**src/shared/emx_pkg.sv**
```systemverilog
// Shared constants and types for the extended address and MAC unit
package emx_pkg;
   // ----------------------------------------
   // Register offsets (byte addresses)
   // ----------------------------------------
   localparam int AW = 8;
   localparam logic [7:0] OFF_KREG = 8'h00;
   localparam logic [7:0] OFF_ACCB = 8'h04;
   localparam logic [7:0] OFF_XFER = 8'h08;
   localparam logic [7:0] OFF_CCR = 8'h0C;
   localparam logic [7:0] OFF_PC = 8'h10;
   localparam logic [7:0] OFF_PCADV = 8'h14;
   localparam logic [7:0] OFF_AREQ = 8'h18;
   localparam logic [7:0] OFF_ARES = 8'h1C;
   localparam logic [7:0] OFF_IX = 8'h20;
   localparam logic [7:0] OFF_IY = 8'h24;
   localparam logic [7:0] OFF_IZ = 8'h28;
   localparam logic [7:0] OFF_SP = 8'h2C;
   localparam logic [7:0] OFF_ACCE = 8'h30;
   localparam logic [7:0] OFF_MASK = 8'h34;
   localparam logic [7:0] OFF_OPND = 8'h38;
   localparam logic [7:0] OFF_MCMD = 8'h3C;
   localparam logic [7:0] OFF_ACCM_LO = 8'h40;
   localparam logic [7:0] OFF_ACCM_HI = 8'h44;
   localparam logic [7:0] OFF_SATHI = 8'h48;
   localparam logic [7:0] OFF_STATUS = 8'h4C;
   // ----------------------------------------
   // Field positions
   // ----------------------------------------
   localparam int K_DIR_LSB = 12;
   localparam int K_X_LSB = 8;
   localparam int K_Y_LSB = 4;
   localparam int K_Z_LSB = 0;
   localparam int CCR_PKEXT_LSB = 0;
   localparam int CCR_SM_BIT = 4;
   localparam int CCR_EV_BIT = 5;
   localparam int CCR_MV_BIT = 6;
   localparam int XFER_DIR_BIT = 8;
   localparam int AREQ_MODE_LSB = 16;
   localparam int STEP_W = 5;
   localparam int MCMD_Y_LSB = 8;
   // ----------------------------------------
   // Reset values, timing, fixed values
   // ----------------------------------------
   localparam logic [3:0] RST_EXT = 4'h0;
   localparam logic [15:0] RST_WORD = 16'h0000;
   localparam logic [7:0] RST_BYTE = 8'h00;
   localparam int MAC_CYCLES = 12;
   localparam logic [15:0] SAT_POS = 16'h7FFF;
   localparam logic [15:0] SAT_NEG = 16'h8000;
   localparam logic [3:0] CPU_SEG = 4'hF;
   localparam logic [1:0] RESP_OKAY = 2'h0;
   localparam logic [1:0] RESP_SLVERR = 2'h2;
   // ----------------------------------------
   // Types
   // ----------------------------------------
   typedef enum logic [2:0] {
      EXT_X = 3'b000, EXT_Y = 3'b001, EXT_Z = 3'b010, EXT_DIR = 3'b011, EXT_SP = 3'b100
   } emx_ext_t;
   typedef enum logic [3:0] {
      AM_PROG = 4'b0000, AM_DIRECT = 4'b0001, AM_IDX_X = 4'b0010, AM_IDX_Y = 4'b0011,
      AM_IDX_Z = 4'b0100, AM_IDXE_X = 4'b0101, AM_IDXE_Y = 4'b0110, AM_IDXE_Z = 4'b0111,
      AM_STACK = 4'b1000, AM_CPU = 4'b1001
   } emx_amode_t;
   typedef enum logic [1:0] {
      SP_PROG = 2'b00, SP_DATA = 2'b01, SP_CPU = 2'b10, SP_NONE = 2'b11
   } emx_space_t;
   typedef enum logic {MS_IDLE = 1'b0, MS_RUN = 1'b1} emx_mac_st_t;
endpackage

```
**src/shared/emx_mac_if.sv**
```systemverilog
// Link between the register front end and the MAC datapath
interface emx_mac_if;
   logic start;
   logic clr;
   logic flag_wr;
   logic ev_in;
   logic mv_in;
   logic [15:0] h_op;
   logic [15:0] i_op;
   logic [35:0] acc;
   logic ev;
   logic mv;
   logic sign;
   logic busy;
   logic done;
   modport ctl (output start, clr, flag_wr, ev_in, mv_in, h_op, i_op,
                input acc, ev, mv, sign, busy, done);
   modport mac (input start, clr, flag_wr, ev_in, mv_in, h_op, i_op,
                output acc, ev, mv, sign, busy, done);
endinterface

```
**src/core/emx_mac.sv**
```systemverilog
// Multiply-accumulate datapath with 36-bit accumulator and overflow flags
module emx_mac #(
   parameter int CYCLES = emx_pkg::MAC_CYCLES
) (
   // Clock and reset
   input wire logic aclk,
   input wire logic aresetn,
   // Control side
   emx_mac_if.mac m
);
   localparam int CW = $clog2(CYCLES);
   localparam logic [CW-1:0] CNT_LAST = CW'(CYCLES - 1);

   emx_pkg::emx_mac_st_t st_r;
   logic [CW-1:0] cnt_r;
   logic [31:0] prod_r;
   logic [35:0] acc_r;
   logic ev_r;
   logic mv_r;
   logic sign_r;
   logic done_r;

   wire logic [35:0] prod_x = {{4{prod_r[31]}}, prod_r};
   wire logic [35:0] sum = acc_r + prod_x;
   wire logic fin = (st_r == emx_pkg::MS_RUN) && (cnt_r == '0);
   // Wrap of the full 36 bits: addends agree in sign, sum does not
   wire logic mv_hit = (acc_r[35] == prod_x[35]) && (sum[35] != acc_r[35]);
   // Top five bits not a pure sign extension: value left the 32-bit range
   wire logic ev_hit = ~(&sum[35:31]) && (|sum[35:31]);

   // ----------------------------------------
   // Sequencer
   // ----------------------------------------
   always_ff @(posedge aclk) begin
      if (!aresetn) begin
         st_r <= emx_pkg::MS_IDLE;
         cnt_r <= '0;
         prod_r <= '0;
         done_r <= 1'b0;
      end else begin
         done_r <= fin;
         case (st_r)
            emx_pkg::MS_IDLE: begin
               if (m.start) begin
                  st_r <= emx_pkg::MS_RUN;
                  cnt_r <= CNT_LAST;
                  prod_r <= $signed(m.h_op) * $signed(m.i_op);
               end
            end
            emx_pkg::MS_RUN: begin
               cnt_r <= cnt_r - 1'b1;
               if (fin) begin
                  st_r <= emx_pkg::MS_IDLE;
               end
            end
            default: st_r <= emx_pkg::MS_IDLE;
         endcase
      end
   end

   // ----------------------------------------
   // Accumulator and flags
   // ----------------------------------------
   always_ff @(posedge aclk) begin
      if (!aresetn) begin
         acc_r <= '0;
         ev_r <= 1'b0;
         mv_r <= 1'b0;
         sign_r <= 1'b0;
      end else begin
         if (m.clr) begin
            acc_r <= '0;
         end else if (fin) begin
            acc_r <= sum;
         end
         // A new overflow beats a software clear in the same cycle
         ev_r <= (fin & ev_hit) | (m.flag_wr ? m.ev_in : ev_r);
         mv_r <= (fin & mv_hit) | (m.flag_wr ? m.mv_in : mv_r);
         if (fin && mv_hit) begin
            sign_r <= acc_r[35];
         end else if (fin && ev_hit) begin
            sign_r <= sum[35];
         end
      end
   end

   assign m.acc = acc_r;
   assign m.ev = ev_r;
   assign m.mv = mv_r;
   assign m.sign = sign_r;
   assign m.busy = (st_r == emx_pkg::MS_RUN);
   assign m.done = done_r;
endmodule

```
**src/core/emx_top.sv**
```systemverilog
// Extended address unit and MAC front end with AXI4-Lite registers
// Notes on behaviour
// - Addresses are 20 bits wide, covering one megabyte.
// - Six 4-bit extensions: three index, program counter, stack, direct.
// - Direct accesses take their upper nibble from the direct extension.
// - Index and direct extensions read and write together as one 16-bit word.
// - Program counter extension is the low nibble of the condition codes.
// - Data extensions load from and read back to accumulator B; the stack extension only there.
// - Program counter accesses tag program space, accumulator accesses data space.
// - Program counter carries ripple into its extension; linear program space.
// - Data space is sixteen 64-Kbyte segments chosen by extensions.
// - Crossing a segment never changes a stored data extension.
// - Index plus E carry bumps the extension for that access only.
// - One MAC multiplies two 16-bit operands into a 36-bit sum.
// - MAC steps X and Y pointers by signed amounts up to 15.
// - One MAC takes twelve clock cycles.
// - Operand registers hold fetched values; nonzero masks wrap pointer stepping.
// - Mask 1, 3, 7 give tables of two, four, eight entries.
// - Flag overflow into bit 31 and bit 35, latching the sign.
// - Saturation mode forces upper half to 7FFF or 8000 on overflow.
//
// Added by the designer: the AXI4-Lite slave port and the register offsets.
module emx_top (
   // Clock and reset
   input wire logic aclk,
   input wire logic aresetn,
   // AXI4-Lite write
   input wire logic [7:0] s_axi_awaddr,
   input wire logic s_axi_awvalid,
   output logic s_axi_awready,
   input wire logic [31:0] s_axi_wdata,
   input wire logic [3:0] s_axi_wstrb,
   input wire logic s_axi_wvalid,
   output logic s_axi_wready,
   output logic [1:0] s_axi_bresp,
   output logic s_axi_bvalid,
   input wire logic s_axi_bready,
   // AXI4-Lite read
   input wire logic [7:0] s_axi_araddr,
   input wire logic s_axi_arvalid,
   output logic s_axi_arready,
   output logic [31:0] s_axi_rdata,
   output logic [1:0] s_axi_rresp,
   output logic s_axi_rvalid,
   input wire logic s_axi_rready,
   // Generated address
   output logic [19:0] gen_addr,
   output logic [1:0] gen_space
);
   // ----------------------------------------
   // State
   // ----------------------------------------
   logic awready_r, wready_r, bvalid_r, arready_r, rvalid_r;
   logic [1:0] bresp_r, rresp_r;
   logic [31:0] rdata_r, w_data_r;
   logic [7:0] aw_addr_r;
   logic [3:0] w_strb_r;
   logic aw_held_r, w_held_r;
   logic [3:0] index_x_ext, index_y_ext, index_z_ext;
   logic [3:0] direct_access_ext, stack_pointer_ext, program_counter_ext;
   logic [15:0] pc_r, ix_r, iy_r, iz_r, sp_r, acc_e_r, h_r, i_r;
   logic [7:0] acc_b_r, operand_one_wrap, operand_two_wrap;
   logic saturation_enable, start_r, clr_r, flag_wr_r, ev_in_r, mv_in_r;
   logic [emx_pkg::STEP_W-1:0] xstep_r, ystep_r;
   logic [19:0] addr_r;
   logic [1:0] space_r;

   emx_mac_if mif ();
   emx_mac emx_mac_inst (.aclk(aclk), .aresetn(aresetn), .m(mif));

   // ----------------------------------------
   // Functions
   // ----------------------------------------
   function automatic logic [31:0] bmerge(input logic [31:0] cur, input logic [31:0] d,
                                          input logic [3:0] s);
      logic [31:0] r;
      r = cur;
      for (int i = 0; i < 4; i++) begin
         if (s[i]) begin
            r[8*i +: 8] = d[8*i +: 8];
         end
      end
      return r;
   endfunction

   // Nonzero mask keeps the high bits so the pointer wraps in an aligned table
   function automatic logic [15:0] wrap_step(input logic [15:0] p,
                                             input logic [emx_pkg::STEP_W-1:0] st,
                                             input logic [7:0] mk);
      logic [15:0] nx;
      logic [15:0] m16;
      nx = p + {{(16 - emx_pkg::STEP_W){st[emx_pkg::STEP_W-1]}}, st};
      m16 = {8'h00, mk};
      return (mk == 8'h00) ? nx : ((p & ~m16) | (nx & m16));
   endfunction

   // Carry out of index plus E lands in the result only, not the stored nibble
   function automatic logic [19:0] ext_add(input logic [3:0] k, input logic [15:0] a,
                                           input logic [15:0] b);
      logic [16:0] s;
      s = {1'b0, a} + {1'b0, b};
      return {k + {3'h0, s[16]}, s[15:0]};
   endfunction

   wire logic [15:0] sat_hi = (saturation_enable && (mif.ev || mif.mv)) ?
                              (mif.sign ? emx_pkg::SAT_NEG : emx_pkg::SAT_POS) : mif.acc[31:16];
   wire logic [15:0] k_word = {direct_access_ext, index_x_ext, index_y_ext, index_z_ext};
   wire logic [7:0] ccr_byte = {1'b0, mif.mv, mif.ev, saturation_enable, program_counter_ext};

   // Bit 32 marks a mapped address
   function automatic logic [32:0] reg_read(input logic [7:0] a);
      case (a)
         emx_pkg::OFF_KREG: return {1'b1, 16'h0000, k_word};
         emx_pkg::OFF_ACCB: return {1'b1, 24'h000000, acc_b_r};
         emx_pkg::OFF_CCR: return {1'b1, 24'h000000, ccr_byte};
         emx_pkg::OFF_PC: return {1'b1, 12'h000, program_counter_ext, pc_r};
         emx_pkg::OFF_XFER, emx_pkg::OFF_PCADV, emx_pkg::OFF_AREQ: return {1'b1, 32'h00000000};
         emx_pkg::OFF_ARES: return {1'b1, 10'h000, space_r, addr_r};
         emx_pkg::OFF_IX: return {1'b1, 16'h0000, ix_r};
         emx_pkg::OFF_IY: return {1'b1, 16'h0000, iy_r};
         emx_pkg::OFF_IZ: return {1'b1, 16'h0000, iz_r};
         emx_pkg::OFF_SP: return {1'b1, 16'h0000, sp_r};
         emx_pkg::OFF_ACCE: return {1'b1, 16'h0000, acc_e_r};
         emx_pkg::OFF_MASK: return {1'b1, 16'h0000, operand_two_wrap, operand_one_wrap};
         emx_pkg::OFF_OPND: return {1'b1, i_r, h_r};
         emx_pkg::OFF_MCMD: return {1'b1, 19'h00000, ystep_r, 3'h0, xstep_r};
         emx_pkg::OFF_ACCM_LO: return {1'b1, mif.acc[31:0]};
         emx_pkg::OFF_ACCM_HI: return {1'b1, 28'h0000000, mif.acc[35:32]};
         emx_pkg::OFF_SATHI: return {1'b1, 16'h0000, sat_hi};
         emx_pkg::OFF_STATUS: return {1'b1, 31'h00000000, mif.busy};
         default: return {1'b0, 32'h00000000};
      endcase
   endfunction

   // Address for one access mode, space tag in bits 21:20
   function automatic logic [21:0] addr_gen(input emx_pkg::emx_amode_t md, input logic [15:0] off);
      case (md)
         emx_pkg::AM_PROG: return {emx_pkg::SP_PROG, program_counter_ext, pc_r};
         emx_pkg::AM_DIRECT: return {emx_pkg::SP_DATA, direct_access_ext, off};
         // Plain index sums wrap inside the segment, extension untouched
         emx_pkg::AM_IDX_X: return {emx_pkg::SP_DATA, index_x_ext, ix_r + off};
         emx_pkg::AM_IDX_Y: return {emx_pkg::SP_DATA, index_y_ext, iy_r + off};
         emx_pkg::AM_IDX_Z: return {emx_pkg::SP_DATA, index_z_ext, iz_r + off};
         emx_pkg::AM_IDXE_X: return {emx_pkg::SP_DATA, ext_add(index_x_ext, ix_r, acc_e_r)};
         emx_pkg::AM_IDXE_Y: return {emx_pkg::SP_DATA, ext_add(index_y_ext, iy_r, acc_e_r)};
         emx_pkg::AM_IDXE_Z: return {emx_pkg::SP_DATA, ext_add(index_z_ext, iz_r, acc_e_r)};
         emx_pkg::AM_STACK: return {emx_pkg::SP_DATA, stack_pointer_ext, sp_r + off};
         emx_pkg::AM_CPU: return {emx_pkg::SP_CPU, emx_pkg::CPU_SEG, off};
         default: return {emx_pkg::SP_NONE, 20'h00000};
      endcase
   endfunction

   // ----------------------------------------
   // Bus decode
   // ----------------------------------------
   wire logic aw_take = s_axi_awvalid && awready_r;
   wire logic w_take = s_axi_wvalid && wready_r;
   wire logic ar_take = s_axi_arvalid && arready_r;
   wire logic wr_fire = aw_held_r && w_held_r && !bvalid_r;
   // Process form: the lookups read registers that are not arguments, which a plain assign would not follow
   logic [32:0] cur_w;
   logic [32:0] rd_w;
   logic [21:0] agen;
   always_comb begin
      cur_w = reg_read(aw_addr_r);
      rd_w = reg_read(s_axi_araddr);
   end
   wire logic [31:0] wdm = bmerge(cur_w[31:0], w_data_r, w_strb_r);
   wire logic wok = wr_fire && cur_w[32];
   wire logic ws_k = wok && (aw_addr_r == emx_pkg::OFF_KREG);
   wire logic ws_accb = wok && (aw_addr_r == emx_pkg::OFF_ACCB);
   wire logic ws_xfer = wok && (aw_addr_r == emx_pkg::OFF_XFER);
   wire logic ws_ccr = wok && (aw_addr_r == emx_pkg::OFF_CCR);
   wire logic ws_pc = wok && (aw_addr_r == emx_pkg::OFF_PC);
   wire logic ws_pcadv = wok && (aw_addr_r == emx_pkg::OFF_PCADV);
   wire logic ws_areq = wok && (aw_addr_r == emx_pkg::OFF_AREQ);
   wire logic ws_ix = wok && (aw_addr_r == emx_pkg::OFF_IX);
   wire logic ws_iy = wok && (aw_addr_r == emx_pkg::OFF_IY);
   wire logic ws_iz = wok && (aw_addr_r == emx_pkg::OFF_IZ);
   wire logic ws_sp = wok && (aw_addr_r == emx_pkg::OFF_SP);
   wire logic ws_acce = wok && (aw_addr_r == emx_pkg::OFF_ACCE);
   wire logic ws_mask = wok && (aw_addr_r == emx_pkg::OFF_MASK);
   wire logic ws_opnd = wok && (aw_addr_r == emx_pkg::OFF_OPND);
   wire logic ws_accm = wok && (aw_addr_r == emx_pkg::OFF_ACCM_LO);
   // A command while the datapath runs is dropped
   wire logic mac_go = wok && (aw_addr_r == emx_pkg::OFF_MCMD) && !mif.busy && !start_r;
   wire logic xfer_rd = wdm[emx_pkg::XFER_DIR_BIT];
   wire emx_pkg::emx_ext_t xsel = emx_pkg::emx_ext_t'(wdm[2:0]);
   wire logic [3:0] ext_pick = (xsel == emx_pkg::EXT_X) ? index_x_ext :
                               (xsel == emx_pkg::EXT_Y) ? index_y_ext :
                               (xsel == emx_pkg::EXT_Z) ? index_z_ext :
                               (xsel == emx_pkg::EXT_DIR) ? direct_access_ext : stack_pointer_ext;
   always_comb begin
      agen = addr_gen(emx_pkg::emx_amode_t'(wdm[emx_pkg::AREQ_MODE_LSB +: 4]), wdm[15:0]);
   end
   wire logic [19:0] pc_adv = {program_counter_ext, pc_r} + {4'h0, wdm[15:0]};

   // ----------------------------------------
   // AXI4-Lite handshakes
   // ----------------------------------------
   always_ff @(posedge aclk) begin
      if (!aresetn) begin
         awready_r <= 1'b0;
         wready_r <= 1'b0;
         aw_held_r <= 1'b0;
         w_held_r <= 1'b0;
         aw_addr_r <= 8'h00;
         w_data_r <= 32'h00000000;
         w_strb_r <= 4'h0;
         bvalid_r <= 1'b0;
         bresp_r <= emx_pkg::RESP_OKAY;
      end else begin
         aw_held_r <= aw_take || (aw_held_r && !wr_fire);
         w_held_r <= w_take || (w_held_r && !wr_fire);
         awready_r <= !(aw_take || (aw_held_r && !wr_fire));
         wready_r <= !(w_take || (w_held_r && !wr_fire));
         if (aw_take) begin
            aw_addr_r <= {s_axi_awaddr[7:2], 2'b00};
         end
         if (w_take) begin
            w_data_r <= s_axi_wdata;
            w_strb_r <= s_axi_wstrb;
         end
         if (wr_fire) begin
            bvalid_r <= 1'b1;
            bresp_r <= cur_w[32] ? emx_pkg::RESP_OKAY : emx_pkg::RESP_SLVERR;
         end else if (s_axi_bready) begin
            bvalid_r <= 1'b0;
         end
      end
   end

   always_ff @(posedge aclk) begin
      if (!aresetn) begin
         arready_r <= 1'b0;
         rvalid_r <= 1'b0;
         rdata_r <= 32'h00000000;
         rresp_r <= emx_pkg::RESP_OKAY;
      end else begin
         arready_r <= rvalid_r ? s_axi_rready : !ar_take;
         if (ar_take) begin
            rvalid_r <= 1'b1;
            rdata_r <= rd_w[31:0];
            rresp_r <= rd_w[32] ? emx_pkg::RESP_OKAY : emx_pkg::RESP_SLVERR;
         end else if (s_axi_rready) begin
            rvalid_r <= 1'b0;
         end
      end
   end

   // ----------------------------------------
   // Extension registers and program counter
   // ----------------------------------------
   always_ff @(posedge aclk) begin
      if (!aresetn) begin
         {direct_access_ext, index_x_ext, index_y_ext, index_z_ext} <= {4{emx_pkg::RST_EXT}};
         stack_pointer_ext <= emx_pkg::RST_EXT;
         program_counter_ext <= emx_pkg::RST_EXT;
         pc_r <= emx_pkg::RST_WORD;
         acc_b_r <= emx_pkg::RST_BYTE;
      end else begin
         if (ws_k) begin
            {direct_access_ext, index_x_ext, index_y_ext, index_z_ext} <= wdm[15:0];
         end
         if (ws_xfer && !xfer_rd) begin
            case (xsel)
               emx_pkg::EXT_X: index_x_ext <= acc_b_r[3:0];
               emx_pkg::EXT_Y: index_y_ext <= acc_b_r[3:0];
               emx_pkg::EXT_Z: index_z_ext <= acc_b_r[3:0];
               emx_pkg::EXT_DIR: direct_access_ext <= acc_b_r[3:0];
               emx_pkg::EXT_SP: stack_pointer_ext <= acc_b_r[3:0];
               default: stack_pointer_ext <= stack_pointer_ext;
            endcase
         end
         if (ws_accb) begin
            acc_b_r <= wdm[7:0];
         end else if (ws_xfer && xfer_rd) begin
            acc_b_r <= {4'h0, ext_pick};
         end
         // CCR writes load the nibble; PC and PC-advance writes load the counter and its nibble
         if (ws_ccr) begin
            program_counter_ext <= wdm[emx_pkg::CCR_PKEXT_LSB +: 4];
         end else if (ws_pc) begin
            {program_counter_ext, pc_r} <= wdm[19:0];
         end else if (ws_pcadv) begin
            {program_counter_ext, pc_r} <= pc_adv;
         end
      end
   end

   // ----------------------------------------
   // Pointers, operands and MAC control
   // ----------------------------------------
   always_ff @(posedge aclk) begin
      if (!aresetn) begin
         {ix_r, iy_r, iz_r, sp_r, acc_e_r, h_r, i_r} <= {7{emx_pkg::RST_WORD}};
         operand_one_wrap <= emx_pkg::RST_BYTE;
         operand_two_wrap <= emx_pkg::RST_BYTE;
         saturation_enable <= 1'b0;
         {xstep_r, ystep_r} <= '0;
         {start_r, clr_r, flag_wr_r, ev_in_r, mv_in_r} <= 5'h00;
         addr_r <= 20'h00000;
         space_r <= emx_pkg::SP_NONE;
      end else begin
         start_r <= mac_go;
         clr_r <= ws_accm;
         flag_wr_r <= ws_ccr;
         ev_in_r <= wdm[emx_pkg::CCR_EV_BIT];
         mv_in_r <= wdm[emx_pkg::CCR_MV_BIT];
         if (ws_ccr) saturation_enable <= wdm[emx_pkg::CCR_SM_BIT];
         if (ws_ix) ix_r <= wdm[15:0];
         if (ws_iy) iy_r <= wdm[15:0];
         if (ws_iz) iz_r <= wdm[15:0];
         if (ws_sp) sp_r <= wdm[15:0];
         if (ws_acce) acc_e_r <= wdm[15:0];
         if (ws_opnd) {i_r, h_r} <= wdm;
         if (ws_mask) {operand_two_wrap, operand_one_wrap} <= wdm[15:0];
         if (mac_go) begin
            xstep_r <= wdm[emx_pkg::STEP_W-1:0];
            ystep_r <= wdm[emx_pkg::MCMD_Y_LSB +: emx_pkg::STEP_W];
         end
         // Post-step after the product lands; overrides a same-cycle write
         if (mif.done) begin
            ix_r <= wrap_step(ix_r, xstep_r, operand_one_wrap);
            iy_r <= wrap_step(iy_r, ystep_r, operand_two_wrap);
         end
         if (ws_areq) begin
            {space_r, addr_r} <= agen;
         end
      end
   end

   assign mif.start = start_r;
   assign mif.clr = clr_r;
   assign mif.flag_wr = flag_wr_r;
   assign mif.ev_in = ev_in_r;
   assign mif.mv_in = mv_in_r;
   assign mif.h_op = h_r;
   assign mif.i_op = i_r;

   assign s_axi_awready = awready_r;
   assign s_axi_wready = wready_r;
   assign s_axi_bvalid = bvalid_r;
   assign s_axi_bresp = bresp_r;
   assign s_axi_arready = arready_r;
   assign s_axi_rvalid = rvalid_r;
   assign s_axi_rdata = rdata_r;
   assign s_axi_rresp = rresp_r;
   assign gen_addr = addr_r;
   assign gen_space = space_r;
endmodule

```
**config.mk**
```make
export PLATFORM = sky130hd
export DESIGN_NAME = emx_top
export DESIGN_NICKNAME = d
export VERILOG_FILES = /design/src/shared/emx_pkg.sv /design/src/shared/emx_mac_if.sv /design/src/core/emx_mac.sv /design/src/core/emx_top.sv
export SDC_FILE = /design/constraint.sdc
export NUM_CORES = 2
export LEC_CHECK = 0
export ABC_AREA = 1
export BUFFER_PORTS_ARGS = -buffer_cell sky130_fd_sc_hd__buf_2
export CAP_MARGIN = 15
export CORE_ASPECT_RATIO = 1.25
export CORE_UTILIZATION = 37
export CTS_CLUSTER_DIAMETER = 60
export DETAILED_ROUTE_END_ITERATION = 6
export GPL_TIMING_DRIVEN = 0
export MAX_ROUTING_LAYER = met4
export PLACE_DENSITY = 0.58
export SLEW_MARGIN = 0
export SYNTH_ARGS = -nofsm -noshare
export SYNTH_HDL_FRONTEND = slang
export SYNTH_SLANG_ARGS = --single-unit
```
**constraint.sdc**
```tcl
create_clock -name aclk -period 7.5 [get_ports aclk]
set_clock_uncertainty 0.1 [all_clocks]
set_input_delay 0.75 -clock aclk [delete_from_list [all_inputs] [get_ports aclk]]
set_output_delay 0.75 -clock aclk [all_outputs]
set_load 0.05 [all_outputs]
```
==> metrics.txt <==
dpl cell area=38600 sq um; Core Area=96500 sq um; Multi-input gate area=24200 sq um; clock buffer count from CTS=50; Register Area=7510 sq um; Inst Count DP=6670; top_reg_cell synth=dfxtp_1; GRT busiest layer=met2; Die Ht=352 microns; nets=5971; share of layout cells above drive strength 1=6.46%; worst-skew pair later-pin latency=640 ps; Crit Path Class=flip-flop to flip-flop; Slew Limit Fails=1; Synth top area share=20.7%; die width=282 microns; CTS Hold Bufs=0; Setup crit end=emx_mac_inst.prod_r[28]$_SDFFE_PN0P_; most frequent cells in the layout=983 x nand2_1, 966 x inv_1, 513 x a21oi_1; fin crit share=94.5%; GRT Residual Overflow=0; post-route cell area=40200 sq um; Antenna Nets Post-Route=0; PD cells=119 nW/um^2; failing checks=max-slew violations; area growth from synthesis to layout=11.2%; leakage dissipation=18.2 nW; shortest period the worst path allows=7090 ps; dominant cell type by area after synthesis=dfxtp_1; largest net degree at the start of global routing=15; CTS root buffer=clkbuf_16; number of flops mapped to enable cells by yosys=0; outcome=finished, violations left; Unique masters post-synth=65; FF+latch count, synth=374; CP startpoint kind=flip-flop; Seq/Total Area, Yosys=20.7%; Cell Rows=127; max_cap viols=0; Initial Util=37.5%; syn avg cell area=6.90 sq um; Max IR drop VDD=0.147 mV; Placer Congestion=1.08; drt first pass iters=7; CP arrival=7560 ps; Detailed Place HPWL=174000 microns; vias in the first global route=37757; unrepaired setup endpoints after global routing=false; CTS max path bufs=3; clk slew on worst S/H paths=60 ps; FF-to-FF path depth=22; Cells after Synth=5250; worst slew pin tran=1590 ps; die area=99100 sq um; CP endpoint kind=flip-flop; TritonCTS clock tree=yes; Finish-stage setup viols=0; met2 Resource Use GR=69.6%; Tot GR Track Use=43.8%; Yosys warnings=0; routed len/inst=31.2 microns; first-pass GRT wire length=290000 microns; fmax=141 MHz; r2r setup slk=410 ps; largest cells by area after synthesis=dfxtp_1 21%, fa_1 15%, nand2_1 10%, inv_1 10%, ha_1 8.1%; Final Hold Viols=0; H-tree Lvls=2; Top Ports=122; fill cell count=10543; crit-path max FO=10; RR Endpoint=emx_mac_inst.prod_r[28]$_SDFFE_PN0P_; Setup crit start=i_r[14]$_SDFFE_PN0P_; Mapped Area=36200 sq um; max_slew headroom=-5.74%; met3 usage=7.92%; setup bufs post-CTS=0; GRT met1 Usage=47.5%; clk sink count=374; ys async rst share=0%; WL final=211000 microns; post-DR vias/cell=5.74; WP data required=7970 ps; commonest non-fill, non-tap cell in the layout=nand2_1; initial antenna violation count=17; DRC=0; via count=38771; IO Port Bufs=117; 1st-iter DRT viols=3403; Worst R2R Start=i_r[14]$_SDFFE_PN0P_; Hold/Removal Path Class=input pin to flip-flop; non-filler cells, final=6754
worst min-delay path by stage:
| stage | start | endpoint | slack (ps) | cells after the start |
|---|---|---|---|---|
| final | s_axi_wdata[7] | w_data_r[7]$_SDFFE_PN0P_ | 270 | 3 |
| after global routing | s_axi_bready | s_axi_bvalid$_SDFFE_PN0P_ | 280 | 4 |
| after CTS | s_axi_wdata[7] | w_data_r[7]$_SDFFE_PN0P_ | 250 | 3 |
| after detailed placement | s_axi_rdata[25]$_SDFFE_PN0P_ | s_axi_rdata[25]$_SDFFE_PN0P_ | 360 | 2 |
| after global placement | w_data_r[3]$_SDFFE_PN0P_ | w_data_r[3]$_SDFFE_PN0P_ | 340 | 2 |
| after floorplan | w_data_r[3]$_SDFFE_PN0P_ | w_data_r[3]$_SDFFE_PN0P_ | 320 | 2 |
cell usage after synthesis, types with 58 or more instances:
library cell	n
nand2_1	983
inv_1	966
a21oi_1	513
o21ai_0	463
dfxtp_1	374
nor2_1	358
fa_1	270
ha_1	234
clkbuf_1	161
o22ai_1	156
nand3_1	146
o211ai_1	62
xor2_1	60
nor3_1	58
report_power, final:
| group | internal [W] | total, W | switching (W) |
|---|---|---|---|
| registers | 0.00201 | 0.00202 | 0.0000161 |
| clock network | 0.00137 | 0.00243 | 0.00106 |
| logic | 0.0000692 | 0.000336 | 0.000266 |
| total | 0.00345 | 0.00479 | 0.00134 |
critical path: stages, from the launching register on:
cell and delay, ps:
dfxtp_1 300, clkbuf_1 390, clkbuf_1 520, nand2_1 160
fa_1 550, fa_1 450, fa_1 540, fa_1 470
fa_1 550, inv_1 60, fa_1 490, ha_1 420
nand2_1 160, nor4_1 410, nand4_1 150, nand3_1 180
nand2_1 70, o211ai_1 140, a21oi_1 170, o21ai_0 220
xor2_1 330, o21ai_0 130, inv_1 70
what timing repair did:
action	4_1_cts	5_1_grt
resized for setup	5	55
cloned	0	0
setup endpoints to repair	5	6
registers in the layout, summed over array words and instances (netlist names), 20 cells and up, named ones only:
| register | flops |
|---|---|
| emx_mac_inst.m.acc | 36 |
| emx_mac_inst.prod_r | 32 |
| gen_addr | 20 |
| s_axi_rdata | 32 |
| w_data_r | 32 |
layer usage:
metal | vias up | part of all wire [%]
met1 | 18760 | 37
li1 | 17556 | -
met3 | 696 | 6.7
met2 | 1759 | 46
met4 | 0 | 10
met5 | - | 0
cell type report:
type / count / area share (%)
Clock buffer: 60 / 3.33
Sequential cell: 374 / 18.7
Inverter: 991 / 9.24
Multi-Input combinational cell: 3679 / 60.0
Timing Repair Buffer: 130 / 1.89
Tap cell: 1290 / 4.01
Antenna cell: 18 / 0.112
Buffer: 182 / 1.95
Clock inverter: 30 / 0.777
logic make-up after synthesis:
family | synth area share, %
fa+ha+maj | 23.0
buf+inv | 12.6
flops | 20.7
xor+xnor | 2.68
simple gates | 19.0
compound gates | 22.0
other cells | 0.0104
per-stage QoR:
step,setup TNS (ps),hold WS [ps],total power [W],util [%],worst slack [ps]
finish,0,271,0.00479,41.7,412
global route,0,280,0.00489,41.7,0.627
CTS,0,249,0.00479,41.7,17.7
detailed placement,-1130,356,0.00239,40.0,-400
global placement,-1130,342,0.00238,39.8,-415
floorplan,0,325,0.00222,-,1410
No activity file was read; power rests on OpenSTA's default activity.
